$ cat config.mk
export PLATFORM = sky130hd
export DESIGN_NAME = hdtas_regs
export DESIGN_NICKNAME = d
export VERILOG_FILES = /design/src/inc/hdtas_pkg.sv /design/src/hw/hdtas_regs.sv
export SDC_FILE = /design/constraint.sdc
export NUM_CORES = 1
export LEC_CHECK = 0
export BUFFER_PORTS_ARGS = -buffer_cell sky130_fd_sc_hd__clkbuf_2
export CAP_MARGIN = 0
export CORE_ASPECT_RATIO = 0.9
export CORE_UTILIZATION = 30
export DETAILED_ROUTE_END_ITERATION = 10
export GPL_TIMING_DRIVEN = 0
export PLACE_DENSITY = 0.51
export SETUP_SLACK_MARGIN = 0.02
export SYNTH_ARGS = -nofsm -noshare
export SYNTH_HDL_FRONTEND = slang
export SYNTH_SLANG_ARGS = --single-unit
$ cat constraint.sdc
create_clock -name pclk -period 2.5 [get_ports pclk]
set_input_delay 0.25 -clock pclk [delete_from_list [all_inputs] [get_ports pclk]]
set_output_delay 0.25 -clock pclk [all_outputs]
set_load 0.1 [all_outputs]
$ cat src/inc/hdtas_pkg.sv
// constants and carriers for the hdlc timer, address and status bank
// Operation
// - base period is k times value plus one
// - internal mode sends up to six retries
// - retry count seven means unlimited retries
// - external mode interrupt after extension plus base
// - external count seven gives periodic interrupt
// - two-byte mode device drives c/r bit
// - one-byte mode: first command, second response
// - transmit addresses used in auto-mode only
// - twelve-bit received byte count, read per frame
// - high byte compared with programmed and group
// - match codes 10, 00, 01; first wins
// - report received c/r bit as received
// - modulo select chooses modulo 8 or 128
// - misaligned or short frames marked invalid
// - overflow flagged when frame data lost
// - checksum result and abort reported
// - low byte matched against first low value only
// - status byte appended to receive queue
// - transparent modes expose early frame byte
// - extended transparent exposes last complete byte
// - start command starts, timer write stops
`default_nettype none
package hdtas_pkg;
  // register indices; byte address is four times the index
  localparam logic [7:0] IDX_COMMAND = 8'h21;
  localparam logic [7:0] IDX_MODE = 8'h22;
  localparam logic [7:0] IDX_TIMER = 8'h23;
  localparam logic [7:0] IDX_TX_ADDR1 = 8'h24;
  localparam logic [7:0] IDX_RX_COUNT_LO = 8'h25;
  localparam logic [7:0] IDX_RX_HIGH1 = 8'h26;
  localparam logic [7:0] IDX_RX_HIGH2 = 8'h27;
  localparam logic [7:0] IDX_RX_STATUS = 8'h27;
  localparam logic [7:0] IDX_RX_LOW1 = 8'h28;
  localparam logic [7:0] IDX_RX_LOW2 = 8'h29;
  localparam logic [7:0] IDX_TX_ADDR2 = 8'h2A;
  localparam logic [7:0] IDX_RX_COUNT_HI = 8'h2D;
  localparam int CMD_START_BIT = 4;
  localparam logic [7:0] RESET_BYTE = 8'h00;
  localparam logic [15:0] K_FINE = 16'h8000;
  localparam logic [15:0] K_COARSE = 16'h0200;
  localparam logic [2:0] COUNT_UNLIMITED = 3'h7;
  localparam logic [7:0] GROUP_ADDR_A = 8'hFE;
  localparam logic [7:0] GROUP_ADDR_B = 8'hFC;
  localparam logic [11:0] MIN_LEN_WIDE = 12'h004;
  localparam logic [11:0] MIN_LEN_NARROW = 12'h003;
  localparam logic [11:0] MIN_LEN_TRANSP0 = 12'h002;
  localparam logic [11:0] COUNT_MAX = 12'hFFF;
  localparam logic [1:0] MATCH_FIRST = 2'b10;
  localparam logic [1:0] MATCH_SECOND = 2'b00;
  localparam logic [1:0] MATCH_GROUP = 2'b01;
  localparam logic [1:0] MATCH_NONE = 2'b11;
  typedef enum logic [1:0] {
    HDTAS_AUTO = 2'b00,
    HDTAS_NONAUTO = 2'b01,
    HDTAS_TRANSP = 2'b10,
    HDTAS_EXT_TRANSP = 2'b11
  } hdtas_mode_type;
  typedef struct packed {
    logic [2:0] retry_or_extension_count;
    logic [4:0] period;
  } hdtas_timer_type;
  typedef struct packed {
    logic frame_valid;
    logic rx_overflow;
    logic crc_ok;
    logic rx_aborted;
    logic high_match_code_msb;
    logic high_match_code_lsb;
    logic cr_bit;
    logic low_match;
  } hdtas_status_type;
endpackage
`default_nettype wire

$ cat src/hw/hdtas_regs.sv
// register bank with protocol timer, address and receive status logic
`timescale 1ns/1ps
`default_nettype none
module hdtas_regs (
  input wire logic pclk, // bus clock, 20 MHz
  input wire logic presetn, // async reset, active low
  input wire logic psel, // apb select
  input wire logic penable, // apb access phase
  input wire logic pwrite, // apb direction
  input wire logic [11:0] paddr, // apb byte address
  input wire logic [31:0] pwdata, // apb write data
  output logic [31:0] prdata, // apb read data
  output logic pready, // apb ready
  output logic pslverr, // apb error on unmapped address
  input wire logic tx_clk_pin, // transmit data clock pin
  input wire logic rx_clk_pin, // receive clock pin
  input wire logic rx_data_pin, // receive data pin
  input wire logic iframe_unacked, // an i-frame awaits acknowledge
  input wire logic tx_is_command, // frame being sent is a command
  input wire logic rx_byte_valid, // receiver byte strobe
  input wire logic [7:0] rx_byte, // receiver byte
  input wire logic rx_frame_end, // closing flag or abort seen
  input wire logic rx_bits_aligned, // frame was whole bytes
  input wire logic rx_crc_ok, // checksum good
  input wire logic rx_abort, // frame aborted by sender
  input wire logic rx_data_lost, // receiver dropped data
  output logic [7:0] tx_addr_high, // first address byte to send
  output logic [7:0] tx_addr_low, // second address byte to send
  output logic tx_addr_insert, // address bytes are appended
  output logic modulo_select, // 1 = modulo 128 control field
  output logic command_interpretation, // c/r sense setting
  output logic timer_irq, // timer interrupt pulse
  output logic supervisory_request, // send s-command pulse
  output logic retry_exhausted, // retries used up pulse
  output logic timer_running, // timer active level
  output logic receive_queue_valid, // queue write strobe
  output logic [7:0] receive_queue_data // queue write byte
);
  import hdtas_pkg::*;

  // ------------------------------------------------------------
  // pin synchronisers and edge detection
  // ------------------------------------------------------------
  logic [2:0] tx_clk_sync;
  logic [2:0] rx_clk_sync;
  logic [1:0] rx_data_sync;
  always_ff @(posedge pclk or negedge presetn) begin
    if (!presetn) begin
      tx_clk_sync <= 3'h0;
      rx_clk_sync <= 3'h0;
      rx_data_sync <= 2'h0;
    end else begin
      tx_clk_sync <= {tx_clk_sync[1:0], tx_clk_pin};
      rx_clk_sync <= {rx_clk_sync[1:0], rx_clk_pin};
      rx_data_sync <= {rx_data_sync[0], rx_data_pin};
    end
  end
  logic tx_tick;
  logic rx_tick;
  assign tx_tick = tx_clk_sync[1] & ~tx_clk_sync[2];
  assign rx_tick = rx_clk_sync[1] & ~rx_clk_sync[2];

  // ------------------------------------------------------------
  // apb decode
  // ------------------------------------------------------------
  logic [7:0] idx;
  logic setup;
  logic wr;
  logic hit;
  assign idx = paddr[9:2];
  assign setup = psel & ~penable;
  assign wr = psel & penable & pwrite;
  assign pready = 1'b1;
  always_comb begin
    if (paddr[11:10] != 2'b00 || paddr[1:0] != 2'b00) begin
      hit = 1'b0;
    end else if (idx >= IDX_COMMAND && idx <= IDX_TX_ADDR2) begin
      hit = 1'b1;
    end else if (idx == IDX_RX_COUNT_HI) begin
      hit = 1'b1;
    end else begin
      hit = 1'b0;
    end
  end
  assign pslverr = psel & penable & ~hit;

  // ------------------------------------------------------------
  // software registers
  // ------------------------------------------------------------
  hdtas_timer_type protocol_timer;
  logic [7:0] mode_reg;
  logic [7:0] tx_address_first;
  logic [7:0] tx_address_second;
  logic [7:0] rx_high_address_first;
  logic [7:0] rx_high_address_second;
  logic [7:0] rx_low_address_first;
  logic [7:0] rx_low_address_second;
  logic start_timer_command;
  logic timer_write;
  always_ff @(posedge pclk or negedge presetn) begin
    if (!presetn) begin
      protocol_timer <= RESET_BYTE;
      mode_reg <= RESET_BYTE;
      tx_address_first <= RESET_BYTE;
      tx_address_second <= RESET_BYTE;
      rx_high_address_first <= RESET_BYTE;
      rx_high_address_second <= RESET_BYTE;
      rx_low_address_first <= RESET_BYTE;
      rx_low_address_second <= RESET_BYTE;
    end else if (wr && hit && paddr[11:10] == 2'b00) begin
      if (idx == IDX_MODE) begin
        mode_reg <= pwdata[7:0];
      end else if (idx == IDX_TIMER) begin
        protocol_timer <= pwdata[7:0];
      end else if (idx == IDX_TX_ADDR1) begin
        tx_address_first <= pwdata[7:0];
      end else if (idx == IDX_TX_ADDR2) begin
        tx_address_second <= pwdata[7:0];
      end else if (idx == IDX_RX_HIGH1) begin
        rx_high_address_first <= pwdata[7:0];
      end else if (idx == IDX_RX_HIGH2) begin
        rx_high_address_second <= pwdata[7:0];
      end else if (idx == IDX_RX_LOW1) begin
        rx_low_address_first <= pwdata[7:0];
      end else if (idx == IDX_RX_LOW2) begin
        rx_low_address_second <= pwdata[7:0];
      end
    end
  end
  assign start_timer_command = wr && idx == IDX_COMMAND &&
    paddr[11:10] == 2'b00 && pwdata[CMD_START_BIT];
  assign timer_write = wr && idx == IDX_TIMER && paddr[11:10] == 2'b00;

  hdtas_mode_type op_mode;
  logic address_width_select;
  logic timer_source_select;
  logic timer_resolution;
  assign op_mode = hdtas_mode_type'(mode_reg[7:6]);
  assign address_width_select = mode_reg[5];
  assign timer_source_select = mode_reg[4];
  assign timer_resolution = mode_reg[1];
  assign command_interpretation = rx_high_address_first[1];
  assign modulo_select = rx_high_address_second[1];

  // ------------------------------------------------------------
  // transmit address insertion
  // ------------------------------------------------------------
  logic cr_out;
  // software leaves bit 1 at zero; it is overwritten here
  assign cr_out = tx_is_command ~^ command_interpretation;
  always_ff @(posedge pclk or negedge presetn) begin
    if (!presetn) begin
      tx_addr_high <= RESET_BYTE;
      tx_addr_low <= RESET_BYTE;
      tx_addr_insert <= 1'b0;
    end else begin
      tx_addr_insert <= op_mode == HDTAS_AUTO;
      if (address_width_select) begin
        tx_addr_high <= {tx_address_first[7:2], cr_out,
          tx_address_first[0]};
        tx_addr_low <= tx_address_second;
      end else begin
        tx_addr_high <= tx_is_command ? tx_address_first :
          tx_address_second;
        tx_addr_low <= RESET_BYTE;
      end
    end
  end

  // ------------------------------------------------------------
  // protocol timer, stepped by transmit clock edges
  // ------------------------------------------------------------
  logic [15:0] prescale;
  logic [7:0] units;
  logic [7:0] unit_target;
  logic [2:0] retries;
  logic ext_phase;
  logic unacked_q;
  logic start_evt;
  logic stop_evt;
  logic [15:0] k_factor;
  logic expiry;
  logic [2:0] tcount;
  assign tcount = protocol_timer.retry_or_extension_count;
  assign k_factor = timer_resolution ? K_COARSE : K_FINE;
  // extension phase spans 32 prescale units per count step
  assign unit_target = ext_phase ? {tcount, 5'h00} :
    {3'h0, protocol_timer.period} + 8'h01;
  assign start_evt = start_timer_command |
    (timer_source_select & iframe_unacked & ~unacked_q);
  assign stop_evt = timer_write |
    (timer_source_select & ~iframe_unacked);
  assign expiry = timer_running && tx_tick &&
    prescale == k_factor - 16'h0001 &&
    units == unit_target - 8'h01;
  always_ff @(posedge pclk or negedge presetn) begin
    if (!presetn) begin
      unacked_q <= 1'b0;
    end else begin
      unacked_q <= iframe_unacked;
    end
  end
  always_ff @(posedge pclk or negedge presetn) begin
    if (!presetn) begin
      timer_running <= 1'b0;
      ext_phase <= 1'b0;
      prescale <= 16'h0000;
      units <= 8'h00;
      retries <= 3'h0;
      timer_irq <= 1'b0;
      supervisory_request <= 1'b0;
      retry_exhausted <= 1'b0;
    end else begin
      timer_irq <= 1'b0;
      supervisory_request <= 1'b0;
      retry_exhausted <= 1'b0;
      if (stop_evt) begin
        timer_running <= 1'b0;
      end else if (start_evt) begin
        timer_running <= 1'b1;
        ext_phase <= ~timer_source_select && tcount != 3'h0 &&
          tcount != COUNT_UNLIMITED;
        prescale <= 16'h0000;
        units <= 8'h00;
        retries <= 3'h0;
      end else if (timer_running && tx_tick) begin
        if (prescale == k_factor - 16'h0001) begin
          prescale <= 16'h0000;
          units <= expiry ? 8'h00 : units + 8'h01;
        end else begin
          prescale <= prescale + 16'h0001;
        end
        if (expiry) begin
          if (ext_phase) begin
            ext_phase <= 1'b0;
          end else if (!timer_source_select) begin
            timer_irq <= 1'b1;
            timer_running <= tcount == COUNT_UNLIMITED;
          end else if (tcount == COUNT_UNLIMITED) begin
            supervisory_request <= 1'b1;
          end else if (retries < tcount) begin
            supervisory_request <= 1'b1;
            retries <= retries + 3'h1;
          end else begin
            timer_running <= 1'b0;
            retry_exhausted <= 1'b1;
          end
        end
      end
    end
  end

  // ------------------------------------------------------------
  // fully transparent byte assembly from the data pin
  // ------------------------------------------------------------
  logic [7:0] pin_shift;
  logic [2:0] pin_bits;
  logic [7:0] pin_byte;
  always_ff @(posedge pclk or negedge presetn) begin
    if (!presetn) begin
      pin_shift <= RESET_BYTE;
      pin_bits <= 3'h0;
      pin_byte <= RESET_BYTE;
    end else if (rx_tick && op_mode == HDTAS_EXT_TRANSP) begin
      pin_shift <= {rx_data_sync[1], pin_shift[7:1]};
      pin_bits <= pin_bits + 3'h1;
      if (pin_bits == 3'h7) begin
        pin_byte <= {rx_data_sync[1], pin_shift[7:1]};
      end
    end
  end

  // ------------------------------------------------------------
  // receive frame tracking
  // ------------------------------------------------------------
  logic [11:0] byte_count;
  logic count_over;
  logic [1:0] high_code;
  logic cr_seen;
  logic low_hit;
  logic lost;
  logic [7:0] early_byte;
  logic [11:0] min_len;
  logic high_byte_now;
  logic low_byte_now;
  logic early_now;
  logic [1:0] next_high_code;
  hdtas_status_type status;
  hdtas_status_type next_status;
  logic [11:0] last_count;
  logic last_over;
  logic framed;
  assign framed = op_mode != HDTAS_EXT_TRANSP;
  // high byte recognition in two-byte modes and transparent mode 1
  assign high_byte_now = byte_count == 12'h000 &&
    ((op_mode != HDTAS_TRANSP && address_width_select) ||
     (op_mode == HDTAS_TRANSP && address_width_select));
  assign low_byte_now = op_mode != HDTAS_TRANSP &&
    byte_count == {11'h000, address_width_select};
  assign early_now = op_mode == HDTAS_TRANSP &&
    byte_count == {11'h000, address_width_select};
  always_comb begin
    if (rx_byte == rx_high_address_first) begin
      next_high_code = MATCH_FIRST;
    end else if (rx_byte == rx_high_address_second) begin
      next_high_code = MATCH_SECOND;
    end else if (rx_byte == GROUP_ADDR_A || rx_byte == GROUP_ADDR_B) begin
      next_high_code = MATCH_GROUP;
    end else begin
      next_high_code = MATCH_NONE;
    end
  end
  always_comb begin
    if (op_mode == HDTAS_TRANSP) begin
      min_len = address_width_select ? MIN_LEN_NARROW :
        MIN_LEN_TRANSP0;
    end else begin
      min_len = address_width_select ? MIN_LEN_WIDE : MIN_LEN_NARROW;
    end
  end
  always_comb begin
    next_status.frame_valid = rx_bits_aligned &&
      byte_count >= min_len;
    next_status.rx_overflow = lost | rx_data_lost;
    next_status.crc_ok = rx_crc_ok;
    next_status.rx_aborted = rx_abort;
    next_status.high_match_code_msb = high_code[1];
    next_status.high_match_code_lsb = high_code[0];
    next_status.cr_bit = cr_seen;
    next_status.low_match = low_hit;
  end
  always_ff @(posedge pclk or negedge presetn) begin
    if (!presetn) begin
      byte_count <= 12'h000;
      count_over <= 1'b0;
      high_code <= MATCH_NONE;
      cr_seen <= 1'b0;
      low_hit <= 1'b0;
      lost <= 1'b0;
      early_byte <= RESET_BYTE;
      status <= RESET_BYTE;
      last_count <= 12'h000;
      last_over <= 1'b0;
      receive_queue_valid <= 1'b0;
      receive_queue_data <= RESET_BYTE;
    end else begin
      receive_queue_valid <= 1'b0;
      if (rx_data_lost) begin
        lost <= 1'b1;
      end
      if (framed && rx_frame_end) begin
        status <= next_status;
        last_count <= byte_count;
        last_over <= count_over;
        receive_queue_valid <= 1'b1;
        receive_queue_data <= next_status;
        byte_count <= 12'h000;
        count_over <= 1'b0;
        lost <= 1'b0;
        high_code <= MATCH_NONE;
        low_hit <= 1'b0;
      end else if (framed && rx_byte_valid) begin
        receive_queue_valid <= 1'b1;
        receive_queue_data <= rx_byte;
        if (byte_count == COUNT_MAX) begin
          count_over <= 1'b1;
        end else begin
          byte_count <= byte_count + 12'h001;
        end
        if (high_byte_now) begin
          high_code <= next_high_code;
          cr_seen <= rx_byte[1];
        end
        if (low_byte_now) begin
          low_hit <= rx_byte == rx_low_address_first;
        end
        if (early_now) begin
          early_byte <= rx_byte;
        end
      end
    end
  end

  // ------------------------------------------------------------
  // read data, captured in the setup phase
  // ------------------------------------------------------------
  logic [7:0] rd_byte;
  always_comb begin
    if (idx == IDX_TIMER) begin
      rd_byte = protocol_timer;
    end else if (idx == IDX_MODE) begin
      rd_byte = mode_reg;
    end else if (idx == IDX_RX_COUNT_LO) begin
      rd_byte = last_count[7:0];
    end else if (idx == IDX_RX_STATUS) begin
      rd_byte = status;
    end else if (idx == IDX_RX_LOW1) begin
      if (op_mode == HDTAS_EXT_TRANSP) begin
        rd_byte = pin_byte;
      end else if (op_mode == HDTAS_TRANSP) begin
        rd_byte = early_byte;
      end else begin
        rd_byte = RESET_BYTE;
      end
    end else if (idx == IDX_RX_COUNT_HI) begin
      rd_byte = {3'h0, last_over, last_count[11:8]};
    end else begin
      rd_byte = RESET_BYTE;
    end
  end
  always_ff @(posedge pclk or negedge presetn) begin
    if (!presetn) begin
      prdata <= 32'h0000_0000;
    end else if (setup) begin
      prdata <= (hit && !pwrite) ? {24'h00_0000, rd_byte} :
        32'h0000_0000;
    end
  end
endmodule
`default_nettype wire

==> impl_metrics.csv <==
group,metric,value,unit
logic_synthesis,ys_ff_latch,196,
clock_tree,cts_buffer_depth,2,
drt,vias_per_cell,4.91,
worst_setup_path,cp.buffers_inverters,1,
worst_setup_path,crit_type,"reg -> reg",
global_route,global_route.usage.total,16.1,%
logic_synthesis,synth_seq_area_share,49.8,%
floorplanning,initial_core_util,30.7,%
drt,wl,26200,µm
floorplanning,core_area,32100,µm²
final_layout,max_flop_register,"prescale",
run_status,status,"complete, but fails checks",
timing,tightestPinTransition,853,ps
flow_run,drv_cap,0,
timing,setup_slack,-142,ps
logic_synthesis,yosys_warnings,0,
logic_synthesis,synth_edf_count,0,
worst_setup_path,critPathTopFamily,"simple AND/OR/NAND/NOR gates",
logic_synthesis,avgSynthCellArea,10.3,µm²
drt,wl_per_cell,17.1,µm
timing,final.period_utilization,106,%
global_route,grt_max_degree,102,
final_layout,diodes,0,
timing,rsz0062_at_grt,"yes",
worst_hold_path,hold_depth,3,
timing,max_slew_margin,43.1,%
timing,final-hold-violation-count,0,
timing,period_minus_slack,2640,ps
timing,fmax,378,MHz
placed_design,post-place-ws,-493,ps
global_route,grt_first_pass_wirelength,41400,µm
worst_setup_path,crit_required,2820,ps
global_route,grt.overflow.total,0,
drt,vias,7504,
run_status,violations,"design-rule violations, negative setup slack",
clock_tree,htree_num_levels,4,
floorplanning,std_cell_rows,62,
worst_setup_path,critPathCaptureType,"flip-flop",
placed_design,dp_hpwl,18500,µm
drt,drtPass1Iterations,8,
timing,finalMaxSlewViolations,0,
clock_tree,cts_buffers,17,
logic_synthesis,yosysUniqueCellTypes,77,
global_route,antenna_found_initial,0,
logic_synthesis,synthFlopType,"dfrtp_1",
worst_setup_path,cpMaxStageDelayCell,"or4_4",
drt,ant_nets,0,
worst_setup_path,critPathLaunchType,"flip-flop",
final_layout,reg.largest.list,"prescale: 16 flops, byte_count: 12 flops, last_count: 12 flops",
worst_setup_path,cp_cell_sequence,"ha_4, and3_4, mux2_4, or4_4, o22ai_4, nor2_4, o31ai_4, buf_6, a21oi_2",
timing,finalSetupViolCount,15,
placed_design,gp_congestion,0.841,
final_layout,largest_reg_flops,16,
power_and_ir_drop,leakagePower,5.59,nW
clock_tree,cts_sinks,196,
worst_setup_path,crit_fanout,6,
floorplanning,dieArea,33500,µm²
timing,finalSetupTns,-1560,ps
drt,drc,12,
final_layout,nFillCells,3198,
clock_tree,clk_latency,450,ps
logic_synthesis,async_flop_share,100,%
floorplanning,die_y,174,µm
floorplanning,die_w,193,µm
final_layout,drive_gt1_share,28.4,%
global_route,grt_pass1_vias,7141,
drt,drt_iter0_drc,461,
floorplanning,ioPinCount,134,
worst_hold_path,hold_path_class,"in -> reg",
worst_setup_path,rr_worst_depth,9,
final_layout,syn_to_final_growth,22.9,%
clock_tree,path_clk_slew,90,ps
clock_tree,cts_root_buf,"clkbuf_16",
logic_synthesis,synth_area,9840,µm²
logic_synthesis,netlist_instances,952,
placed_design,port-buffer-count,74,
clock_tree,cts_tree,"built",
power_and_ir_drop,power_density,575,nW/µm²
worst_setup_path,cp.arrival,2970,ps
timing,finalClockSkew,12.4,ps
final_layout,fin_nets,1184,
power_and_ir_drop,peakVddDrop,512,µV
worst_setup_path,slowest_delay,500,ps
worst_setup_path,worstSetupPathDepth,9,
cell usage in the layout, fill, tap and decap left out, types with 6 or more instances in the layout:
cell type  count
and3_1         9
inv_1         15
o211ai_1       8
o31ai_1       10
o22ai_1       15
buf_6          6
nand2_1      156
a21oi_2        9
ha_1          13
nand4_1       16
and2_1        15
clkbuf_2      76
xor2_1        28
nor3_1        12
mux2_2        81
xnor2_1       19
clkbuf_16     18
nand2b_1       9
mux2i_1       11
a22o_1         6
a21oi_1       22
nand3_1       25
conb_1        25
clkbuf_1      27
buf_4         50
nor2_1        48
dfrtp_2        6
o21ai_0       40
a22oi_1        6
dfrtp_1      188
nor4_1         8
nor2b_1        7
worst register-to-register path: stages, from the launching register on:
cell     delay (ps)
dfrtp_1         420
ha_4            190
and3_4          200
mux2_4          340
or4_4           500
o22ai_4         260
nor2_4          110
o31ai_4         270
buf_6           170
a21oi_2          60
area by class of cell:
type / instances / area (µm²) / share of cell area [%]
clock buffer: 18 / 439 / 3.63
inverter: 17 / 63.8 / 0.527
sequential: 196 / 4910 / 40.6
timing repair buffer: 109 / 698 / 5.77
multi-input combinational: 695 / 4890 / 40.4
clock inverter: 14 / 190 / 1.57
buffer: 64 / 385 / 3.18
tap: 416 / 520 / 4.30
path summary, 6_finish.rpt:
check | end | slack (ps) | start
min | status[5] | 30 | rx_crc_ok
max reg2reg | units[3] | -140 | protocol_timer[1]
max | units[3] | -140 | protocol_timer[1]
min reg2reg | tx_clk_sync[1] | 360 | tx_clk_sync[0]
min in group asynchronous | retries[1] | 450 | presetn
max in group asynchronous | byte_count[5] | 1060 | presetn
logic make-up after synthesis:
group / count (synthesis) / share of synthesized area [%]
muxes: 94 / 10.7
xor gates and xnor gates: 50 / 4.52
buffers and inverters: 84 / 4.33
other: 2 / 0.0763
AOI/OAI and AO/OA: 156 / 11.0
adders and majority gates: 16 / 2.03
and+or+nand+nor: 354 / 17.5
DFF: 196 / 49.8
metal layers:
metal / vias to the layer above / wire (µm) / part of all wire (%) / GRT usage, %
met1: 3725 / 13200 / 50 / 24.2
met2: 147 / 11700 / 44 / 23.3
li1: 3608 / - / - / -
met4: 0 / 388 / 1.5 / 5.05
met5: - / 0 / 0 / 0
met3: 24 / 998 / 3.8 / 2.67
what timing repair did:
action                                  CTS  global route
buffers inserted                         12            17
endpoints found under the hold margin   103             0
pin swaps                                16            22
endpoints found under the setup margin   30            66
hold buffers                              5             0
resized for setup                        33            34
power by group:
| part | total [mW] | internal [mW] | leakage (nW) | switching, mW |
|---|---|---|---|---|
| Clock | 2.88 | 1.41 | 0.304 | 1.47 |
| Sequential | 3.34 | 3.26 | 2.59 | 0.0867 |
| Combinational | 0.736 | 0.187 | 2.70 | 0.549 |
per-stage QoR:
| stage | cell area, µm² | instances | utilization, % | power (mW) | hold WS, ps |
|---|---|---|---|---|---|
| finish | 12100 | 1529 | 37.7 | 6.96 | 29.7 |
| global route | 12100 | 1529 | 37.7 | 7.26 | 22.3 |
| CTS | 11800 | 1514 | 36.8 | 7.04 | 7.10 |
| detailed placement | 10900 | 1466 | 33.9 | 4.11 | 341 |
| global placement | 10900 | 1465 | 33.8 | 4.10 | 337 |
| floorplan | 9970 | 975 | - | 3.88 | -45.6 |
cell usage after synthesis (3+ instances only):
cell type | instances | area share, %
a22o_1 | 6 | 0.53
nand3b_1 | 4 | 0.31
mux2_2 | 82 | 9.4
or4_1 | 3 | 0.23
inv_1 | 15 | 0.57
mux2i_1 | 11 | 1.1
nand4_1 | 16 | 1.0
xor2_1 | 28 | 2.5
o211ai_1 | 8 | 0.61
o21a_1 | 3 | 0.23
xnor2_1 | 21 | 1.9
o21ai_0 | 43 | 2.2
nor4_1 | 9 | 0.57
o22ai_1 | 15 | 0.95
and4_1 | 5 | 0.44
buf_2 | 5 | 0.25
clkbuf_1 | 33 | 1.3
nor2b_1 | 7 | 0.44
dfrtp_1 | 194 | 49
a22oi_1 | 6 | 0.46
nor2_1 | 54 | 2.1
a2111oi_0 | 3 | 0.27
ha_1 | 16 | 2.0
buf_4 | 26 | 2.0
or3_1 | 7 | 0.44
nand3_1 | 26 | 1.3
a32oi_1 | 3 | 0.27
a21oi_1 | 30 | 1.5
nand2b_1 | 9 | 0.57
and3_1 | 10 | 0.64
nand2_1 | 157 | 6.0
nor3_1 | 15 | 0.76
o31ai_1 | 11 | 0.84
and2_1 | 15 | 0.95
Note: power is estimated with default switching activity, not from simulation.
